### src/design/fpecc_pkg.sv
// Constants and carrier types of the flash prefetch ECC status block
package fpecc_pkg;

    // =====================================================
    // Register map (byte offsets, each register is one word)
    localparam int ADDR_W = 8;
    localparam logic [7:0] CTRL_OFS = 8'h00;
    localparam logic [7:0] STAT_OFS = 8'h10;
    localparam logic [7:0] IRQ_STS_OFS = 8'h20;
    localparam logic [7:0] IRQ_MASK_OFS = 8'h30;
    localparam logic [7:0] BASE_MASK = 8'hf0;

    // =====================================================
    // Alias selector in address bits 3:2
    typedef enum logic [1:0] {
        FPECC_AL_WRITE = 2'b00,
        FPECC_AL_CLR = 2'b01,
        FPECC_AL_SET = 2'b10,
        FPECC_AL_INV = 2'b11
    } fpecc_alias_e;

    // =====================================================
    // Reset values and implemented-bit masks
    localparam logic [31:0] CTRL_RST = 32'h0000_0007;
    localparam logic [31:0] CTRL_MASK = 32'h0400_0037;
    localparam logic [31:0] STAT_RST = 32'h0000_0000;
    localparam logic [31:0] STAT_MASK = 32'h0c00_00ff;

    // =====================================================
    // Field positions
    localparam int SEC_EN_BIT = 26;
    localparam int PFE_LSB = 4;
    localparam int PFE_W = 2;
    localparam int WS_LSB = 0;
    localparam int WS_W = 3;
    localparam int DED_BIT = 27;
    localparam int SEC_BIT = 26;
    localparam int CNT_LSB = 0;
    localparam int CNT_W = 8;
    localparam int IRQ_W = 2;
    localparam int IRQ_DED_BIT = 0;
    localparam int IRQ_SEC_BIT = 1;

    // =====================================================
    // Carriers
    typedef struct packed {
        logic ded;
        logic sec;
    } fpecc_evt_s;

    typedef struct packed {
        logic [PFE_W-1:0] prefetch_enable_field;
        logic [WS_W-1:0] flash_wait_states;
    } fpecc_cfg_s;

endpackage

### src/design/fpecc_top.sv
// Flash prefetch control word, ECC error flags, corrected-error counter, APB slave
`timescale 1ns/1ps

// What this block does
// - Every register except interrupt status has clear, set and invert aliases at plus 0x4, 0x8, 0xC.
// - Reset: control reads 0x00000007, status reads all zeros.
// - Double-error flag set by hardware, cleared only by a software write or alias write that leaves the bit zero.
// - Corrected flag sets only on a corrected error while counter is zero.
// - Counter decrements by one for each corrected error.
// - Counter holds at zero instead of wrapping.
// - Software may load any counter value; counting resumes from it.
// - Corrected flag with its enable raises the interrupt.
// - Every corrected error counts, repeated addresses included.
// - Unimplemented status bits read zero and ignore writes.
module fpecc_top
    import fpecc_pkg::*;
(
    // Clock, reset, enable
    input wire logic clock,
    input wire logic nrst,
    input wire logic ce,
    // APB slave
    input wire logic psel,
    input wire logic penable,
    input wire logic pwrite,
    input wire logic [ADDR_W-1:0] paddr,
    input wire logic [31:0] pwdata,
    output logic [31:0] prdata,
    output logic pready,
    output logic pslverr,
    // ECC decoder events, one-cycle pulses
    input wire fpecc_evt_s ecc_evt,
    // Prefetch configuration to the flash path
    output fpecc_cfg_s pf_cfg,
    // Interrupt request
    output logic irq
);

    // =====================================================
    // Functions

    // Applies a plain write or an alias operation
    function automatic logic [31:0] alias_apply(input fpecc_alias_e op, input logic [31:0] old,
                                                input logic [31:0] data);
        logic [31:0] r;
        r = data;
        unique case (op)
            FPECC_AL_WRITE: r = data;
            FPECC_AL_CLR: r = old & ~data;
            FPECC_AL_SET: r = old | data;
            FPECC_AL_INV: r = old ^ data;
        endcase
        return r;
    endfunction

    // Status word assembled from flags and counter
    function automatic logic [31:0] stat_word(input logic d, input logic s, input logic [CNT_W-1:0] c);
        logic [31:0] r;
        r = STAT_RST;
        r[DED_BIT] = d;
        r[SEC_BIT] = s;
        r[CNT_LSB +: CNT_W] = c;
        return r;
    endfunction

    // =====================================================
    // State
    logic [31:0] ctrl;
    logic ded_flag;
    logic sec_flag;
    logic [CNT_W-1:0] sec_cnt;
    logic [IRQ_W-1:0] irq_sts;
    logic [IRQ_W-1:0] irq_mask;
    logic cap_q;
    logic [31:0] rd_q;
    logic err_q;

    // =====================================================
    // Address decode
    wire [7:0] ofs = paddr[7:0];
    wire [7:0] base_ofs = ofs & BASE_MASK;
    wire fpecc_alias_e alias_op = fpecc_alias_e'(ofs[3:2]);
    wire aligned = (ofs[1:0] == 2'h0);
    wire hit_ctrl = aligned && (base_ofs == CTRL_OFS);
    wire hit_stat = aligned && (base_ofs == STAT_OFS);
    wire hit_isr = aligned && (base_ofs == IRQ_STS_OFS);
    wire hit_imask = aligned && (base_ofs == IRQ_MASK_OFS);
    wire hit_any = hit_ctrl || hit_stat || hit_isr || hit_imask;

    // Transfer completes one ce cycle into the access phase
    assign pready = psel && penable && ce && cap_q;
    wire wr = pready && pwrite;
    wire wr_ctrl = wr && hit_ctrl;
    wire wr_stat = wr && hit_stat;
    wire wr_isr = wr && hit_isr && (alias_op == FPECC_AL_WRITE);
    wire wr_imask = wr && hit_imask;

    // =====================================================
    // Read mux
    wire [31:0] stat_old = stat_word(ded_flag, sec_flag, sec_cnt);
    wire [31:0] rd_mux = hit_ctrl ? ctrl :
                         hit_stat ? stat_old :
                         hit_isr ? {{(32-IRQ_W){1'b0}}, irq_sts} :
                         hit_imask ? {{(32-IRQ_W){1'b0}}, irq_mask} : 32'h0000_0000;

    // =====================================================
    // Next values of the registers
    // alias operation applied to the addressed register
    wire [31:0] ctrl_w = alias_apply(alias_op, ctrl, pwdata) & CTRL_MASK;
    wire [31:0] stat_w = alias_apply(alias_op, stat_old, pwdata) & STAT_MASK;
    wire [31:0] mask_w = alias_apply(alias_op, {{(32-IRQ_W){1'b0}}, irq_mask}, pwdata);

    // a software load replaces the count before the event acts
    wire [CNT_W-1:0] cnt_base = wr_stat ? stat_w[CNT_LSB +: CNT_W] : sec_cnt;
    wire cnt_zero = (cnt_base == '0);
    // flag event only when the count already stands at zero
    wire sec_at_zero = ecc_evt.sec && cnt_zero;
    // decrement by one per corrected error
    // no address filter, every pulse counts
    wire [CNT_W-1:0] next_cnt = (ecc_evt.sec && !cnt_zero) ? cnt_base - 1'b1 : cnt_base;
    // software may only clear the flag
    wire ded_sw_clr = wr_stat && !stat_w[DED_BIT];
    wire sec_sw_clr = wr_stat && !stat_w[SEC_BIT];
    // hardware set wins over a software clear
    wire next_ded = ecc_evt.ded || (ded_flag && !ded_sw_clr);
    wire next_sec = sec_at_zero || (sec_flag && !sec_sw_clr);

    // Sticky interrupt events, write one to clear, set wins
    wire [IRQ_W-1:0] isr_evt = {sec_at_zero, ecc_evt.ded};
    wire [IRQ_W-1:0] isr_clr = wr_isr ? pwdata[IRQ_W-1:0] : '0;
    wire [IRQ_W-1:0] next_irq_sts = isr_evt | (irq_sts & ~isr_clr);

    // =====================================================
    // Control register
    // control resets to seven wait states
    always_ff @(posedge clock) begin
        if (!nrst) begin
            ctrl <= CTRL_RST;
        end else if (ce && wr_ctrl) begin
            ctrl <= ctrl_w;
        end
    end

    // Status flags and counter
    // status resets to zero
    always_ff @(posedge clock) begin
        if (!nrst) begin
            ded_flag <= STAT_RST[DED_BIT];
            sec_flag <= STAT_RST[SEC_BIT];
            sec_cnt <= STAT_RST[CNT_LSB +: CNT_W];
        end else if (ce) begin
            ded_flag <= next_ded;
            sec_flag <= next_sec;
            sec_cnt <= next_cnt;
        end
    end

    // Interrupt status and mask
    always_ff @(posedge clock) begin
        if (!nrst) begin
            irq_sts <= '0;
            irq_mask <= '0;
        end else if (ce) begin
            irq_sts <= next_irq_sts;
            if (wr_imask) begin
                irq_mask <= mask_w[IRQ_W-1:0];
            end
        end
    end

    // Read data and error captured every ce cycle, selected or not
    always_ff @(posedge clock) begin
        if (!nrst) begin
            cap_q <= 1'b0;
            rd_q <= 32'h0000_0000;
            err_q <= 1'b0;
        end else if (ce) begin
            cap_q <= psel && !pready;
            rd_q <= rd_mux;
            err_q <= !hit_any;
        end
    end

    // =====================================================
    // Outputs
    assign prdata = rd_q;
    assign pslverr = pready && err_q;
    assign pf_cfg.prefetch_enable_field = ctrl[PFE_LSB +: PFE_W];
    assign pf_cfg.flash_wait_states = ctrl[WS_LSB +: WS_W];
    // enabled corrected flag requests an interrupt
    assign irq = (sec_flag && ctrl[SEC_EN_BIT]) || (|(irq_sts & irq_mask));
endmodule

### config.mk
export PLATFORM = sky130hd
export DESIGN_NAME = fpecc_top
export DESIGN_NICKNAME = d
export VERILOG_FILES = /design/src/design/fpecc_pkg.sv /design/src/design/fpecc_top.sv
export SDC_FILE = /design/constraint.sdc
export NUM_CORES = 1
export LEC_CHECK = 0
export BUFFER_PORTS_ARGS = -buffer_cell sky130_fd_sc_hd__buf_4
export CAP_MARGIN = 20
export CORE_ASPECT_RATIO = 1.1
export CORE_MARGIN = 2
export CORE_UTILIZATION = 48
export DETAILED_ROUTE_END_ITERATION = 8
export PLACE_DENSITY = 0.78
export SYNTH_ARGS = -nofsm -noshare
export SYNTH_HDL_FRONTEND = slang
export SYNTH_SLANG_ARGS = --single-unit
### constraint.sdc
create_clock -name clock -period 3.1 [get_ports clock]
set_input_delay 0.465 -clock clock [delete_from_list [all_inputs] [get_ports clock]]
set_output_delay 0.465 -clock clock [all_outputs]
set_load 0.05 [all_outputs]
Yosys cells after proc, flatten, opt, wreduce, memory -nomap -nowiden
Cells that the tools add are included.
Storage, ports and cells
  output and inout port bits: 40
  flip-flop bits (word level): 54
  latch bits: 0
  logic and storage cells: 82
  bits of input ports: 48
  memory bits (read-only): 0
  bits in writable memories: 0
  memories: 0
Operators by class
  bitwise operators: 14
  $lt $le $gt $ge: 0
  mux-type cells: 10
  div/mod/pow operators: 0
  multiply operators: 0
  $add $sub $neg: 1
  eq/ne operators: 6
  reduce and logical (&&, ||, !) cells: 42
  shift-type cells: 0
Operators by type and width (count)
  case mux 28 bit (4 select lines): 1
  case mux 27 bit (4 select lines): 1
  2-to-1 mux 28 bit: 2
  bitwise AND 28 bit: 1
  inverter 28 bit: 1
  bitwise OR 28 bit: 1
  bitwise XOR 28 bit: 1
  bitwise AND 27 bit: 1
  bitwise OR 27 bit: 1
  bitwise XOR 27 bit: 1
  logical AND 1 bit: 23
  logical NOT 8 bit: 2
  2-to-1 mux 8 bit: 2
  == test 4 x 2 -> 1 bit (second input constant): 2
  case mux 2 bit (4 select lines): 1
  subtractor 8 x 1 -> 8 bit (second input constant): 1
  logical NOT 1 bit: 7
  bitwise AND 2 bit: 3
  logical OR 1 bit: 6
  2-to-1 mux 2 bit: 3
  == test 2 bit (second input constant): 2
  == test 4 x 1 -> 1 bit (second input constant): 1
  logical NOT 2 bit: 2
  bitwise OR 2 bit: 2
  other kinds (5): 5

Depth between registers and ports, before layout
  depth after elaboration: 10
  gate-level depth with buffers: 12
  mapped depth without buffers: 12

Least setup slack after synthesis
OpenSTA, ideal clock, no wires.
  path kind: input port to flip-flop
  start point: input pwdata[0]
  end point: register sec_cnt[5]
  library setup time: 79 ps
  path buffers: 0
  data required time: 3021 ps
  stages on the path: 11
  data arrival time: 2788 ps
  slack: 233 ps
  cells stage by stage: inv_1 -> ha_1 -> mux4_2 -> or2_0 -> o21ai_0 -> ha_1 -> inv_1 -> a211oi_1 -> o21ai_1 -> and3b_1 -> o211ai_1
On the way
  longest elaborated chain between the ends: 8
  elaborated cells on any way between the ends: 11
  those cells by class: 1 x add/sub; 3 x mux; 4 x bitwise; 3 x reduce/logical
Ends and longest elaborated chain
  from (decl): line fpecc_top.sv:27  | input wire logic [31:0] pwdata,
  inverter 28 bit
  bitwise AND 28 bit: line fpecc_top.sv:49  | FPECC_AL_CLR: r = old & ~data;
  case mux 28 bit (4 select lines) (*): line fpecc_top.sv:47  | unique case (op)
  2-to-1 mux 8 bit (*): line fpecc_top.sv:114  | wire [CNT_W-1:0] cnt_base = wr_stat ? stat_w[CNT_LSB +: CNT_W] : sec_cnt;
  branches (longest 3 deep; another with subtractor 8 x 1 -> 8 bit)
  2-to-1 mux 8 bit (*): line fpecc_top.sv:120  | wire [CNT_W-1:0] next_cnt = (ecc_evt.sec && !cnt_zero) ? cnt_base - 1'b1 : cnt_base;
  to (signal assigned): line fpecc_top.sv:150  | sec_cnt <= STAT_RST[CNT_LSB +: CNT_W];
  to (signal assigned): line fpecc_top.sv:154  | sec_cnt <= next_cnt;
  to (decl): line fpecc_top.sv:71  | logic [CNT_W-1:0] sec_cnt;
Mark *: on every way between the ends.
A chain may end at the register's enable or synchronous reset.

Worst setup path after layout
  start point: register sec_cnt[0]
  end point: register irq_sts[1]
On the way
  longest elaborated chain between the ends: 6
  elaborated cells on any way between the ends: 8
  those cells by class: 2 x mux; 4 x bitwise; 2 x reduce/logical
Ends and longest elaborated chain
  bitwise XOR 28 bit, or another cell as far along: line fpecc_top.sv:51  | FPECC_AL_INV: r = old ^ data;
  case mux 28 bit (4 select lines): line fpecc_top.sv:47
  2-to-1 mux 8 bit (*): line fpecc_top.sv:114
  logical NOT 8 bit (*): line fpecc_top.sv:115  | wire cnt_zero = (cnt_base == '0);
  logical AND 1 bit (*): line fpecc_top.sv:117  | wire sec_at_zero = ecc_evt.sec && cnt_zero;
  bitwise OR 2 bit (*): line fpecc_top.sv:131  | wire [IRQ_W-1:0] next_irq_sts = isr_evt | (irq_sts & ~isr_clr);
  to (signal assigned): line fpecc_top.sv:164  | irq_sts <= next_irq_sts;
  to (decl): line fpecc_top.sv:72  | logic [IRQ_W-1:0] irq_sts;
Mark *: on every way between the ends. The rest lies on a longest branch, timed or not.

==> impl_metrics.py <==
metrics = {
    "outcome": {
        "outcome": "complete, no violations",
    },
    "power": {
        "leakage_uw": 0.001535,
        "ir_worst_vdd_mv": 0.3368,
        "p_total_uw": 1199,
        "p_per_area_mw_per_mm2": 356.9,
    },
    "drt": {
        "drt_first_pass_iters": 4,
        "vias": 2631,
        "wl_met1_mm": 2.904,
        "wl_met3_um": 435,
        "met2WireLength_mm": 3.431,
        "drt-total-wl_mm": 6.936,
        "top_layer": "met4",
        "routed_via_density": 5.610,
        "post-route-drc-count": 0,
        "antenna_left": 0,
        "drt_iter0_markers": 194,
        "wl_per_cell_um": 14.79,
    },
    "synthesis": {
        "yosysUniqueCellTypes": 54,
        "synthesis.area_mm2": 0.002973,
        "yosys.area_share.adder_pct": 15.99,
        "synth_ff_type": "dfxtp_1",
        "synth_largest_area_cell": "dfxtp_1",
        "async_reset_ff_share_pct": 0,
        "synth_cells": 354,
        "synth-simple-area-share_pct": 15.61,
        "synth_compound_area_share_pct": 20.29,
        "synth_enable_flop_cells": 0,
        "ys_warn_count": 0,
        "synth_top_family_by_area": "compound AO/OA/AOI/OAI gates",
        "ys_ff_latch": 32,
        "avgSynthCellArea_um2": 8.398,
        "post_synth_xor_area_fraction_pct": 0,
        "synth_top_area_share_pct": 21.55,
        "synthTopCellsByArea": "dfxtp_1 (22%), ha_1 (16%), buf_4 (7.3%), a211oi_1 (5.6%), inv_1 (5.6%)",
        "ys_seq_area_share_pct": 21.55,
        "synth.mux.area_fraction_pct": 10.73,
    },
    "placed_design": {
        "place_hpwl_mm": 5.162,
        "dp_cells": 461,
        "gp_congestion": 0.8918,
        "place_area_mm2": 0.003248,
        "numPortBuffers": 43,
    },
    "floorplanning": {
        "die_area_mm2": 0.006840,
        "io_pins": 88,
        "die_x_um": 79.04,
        "coreArea_mm2": 0.006081,
        "start_util_pct": 48.89,
        "rows": 30,
        "die_y_um": 86.54,
    },
    "grt": {
        "grt_pass1_wl_mm": 11.23,
        "grt_overflow_total": 0,
        "grt_pass1_vias": 2381,
        "antenna_found_initial": 0,
        "grt_usage_pct": 20.66,
        "grt_max_degree": 40,
    },
    "clock_network": {
        "cts-root-buf": "clkbuf_8",
        "cts_htree_levels": 2,
        "numCtsBuffers": 5,
        "clk_latency_ns": 0.29,
        "clkTransAtPathRegs_ns": 0.07,
        "cts_tree": "done",
        "clkSinkCount": 32,
        "cts_resized": 0,
        "postCtsHoldBufs": 0,
        "cts_setup_buffers": 0,
        "cts_max_path_buffers": 2,
    },
    "layout": {
        "stdcell_count": 469,
        "nets": 474,
        "final_cell_area_mm2": 0.003359,
        "final_cell_mix": "buf_4 (53), inv_1 (44), ha_1 (38)",
        "fillCellCount": 576,
        "seqCellArea_um2": 640.6,
        "multi_input_area_mm2": 0.001944,
        "syn_to_final_growth_pct": 13.00,
        "final_common_cell": "buf_4",
        "diodes": 0,
        "drive_above_1_share_pct": 19.79,
    },
    "hold_path": {
        "min_to": "ctrl[2]",
        "holdPathStages": 2,
        "hold_class": "input pin to flop",
        "hp-start": "nrst",
    },
    "sta": {
        "finalHoldViolCount": 0,
        "setup_viol": 0,
        "skew_ns": 0.004038,
        "rsz0062_at_grt": "no",
        "finalCritPeriodShare_pct": 92.70,
        "slew_viol_final": 0,
        "fin_crit_ns": 2.874,
        "tns_ns": 0,
        "fmax_ghz": 0.3480,
    },
    "job": {
        "maxCapViolCount": 0,
    },
    "critical_path": {
        "timing.rr.end": "irq_sts[1]",
        "end_kind": "flop",
        "ff2ff_setup_slack_ns": 0.23,
        "start_kind": "flop",
        "crit_start": "sec_cnt[0]",
        "cp_max_fo": 6,
        "path_class": "flop to flop",
        "reg2reg_from": "sec_cnt[0]",
        "required_ns": 3.33,
        "worstPathArrival_ns": 3.11,
        "r2r_cells": 12,
    },
}
==> synthesized netlist by cell type (2+ instances only) <==
library cell	number
buf_1	3
a31oi_1	6
buf_4	29
inv_1	44
nor3_1	2
a21o_1	4
mux2_1	2
nor4_2	3
clkbuf_1	12
nand3_1	9
dfxtp_1	32
a211oi_1	22
mux4_1	3
a221oi_1	2
nor2b_1	3
and4_1	2
nand2_1	13
mux2i_1	6
o21ai_1	2
and2_1	3
o21ai_0	12
ha_1	38
buf_6	2
mux4_2	7
nand4_1	2
nor2_1	29
a21oi_1	26
nand3b_1	2
a22oi_1	4
nand2b_1	6
==> cells by family after synthesis <==
logic type | Yosys count
buffers and inverters | 91
AOI/OAI and AO/OA | 90
and+or+nand+nor | 84
adders and majority gates | 38
DFF | 32
muxes | 18
other | 1
==> metrics by stage <==
step | util [%] | setup WS (ns) | hold slack, ns
after floorplan | - | 0.2331 | 0.4553
after global placement | 53.42 | 0.2371 | 0.4603
after detailed placement | 53.42 | 0.1687 | 0.4618
after CTS | 55.25 | 0.2632 | 0.4194
after global routing | 55.25 | 0.05256 | 0.4270
final | 55.25 | 0.2262 | 0.4213
==> registers in the layout, summed over array words and instances (netlist names) <==
register / flops
err_q: 1
cap_q: 1
irq_mask: 2
irq_sts: 2
ded_flag: 1
sec_flag: 1
ctrl: 6
prdata: 10
sec_cnt: 8
==> worst max-delay path: stages (launching register included) <==
cell      delay [ns]
dfxtp_1         0.43
inv_1           0.10
ha_1            0.27
mux4_2          0.46
or2_0           0.24
o21ai_0         0.13
ha_1            0.20
inv_1           0.05
a211oi_1        0.18
buf_4           0.17
o211ai_2        0.16
or2_1           0.29
a21oi_1         0.12
==> report_power, final <==
part	total, uW	internal [uW]	switching, uW	leakage (uW)
clock network	409	238	171	0.0000541
logic	341	124	217	0.00122
registers	449	428	21.1	0.000261
total	1200	790	409	0.00153
==> final cells by class <==
class                   instances  share of cell area, %
clock buffers                   5                  2.048
clock inverters                 3                  1.266
inverters                      44                  4.916
multi-input cells             252                  57.88
flip-flops and latches         32                  19.07
well taps                      80                  2.980
repair buffers                 53                  11.84
==> worst max-delay path by stage <==
stage,slack (ns),end,cells past startpoint
2_1_floorplan,0.23,sec_cnt[5],11
3_3_place_gp,0.24,sec_flag,13
3_5_place_dp,0.17,irq_sts[1],13
4_1_cts,0.26,irq_sts[1],12
5_1_grt,0.05,sec_flag,12
6_report,0.23,irq_sts[1],12
==> metal layers <==
layer	vias to the layer above	GRT usage, %
met4	0	7.053
met1	1237	26.48
met3	14	3.854
met2	110	34.98
li1	1270	-
met5	-	0
Note: power is estimated with default switching activity, not from simulation.
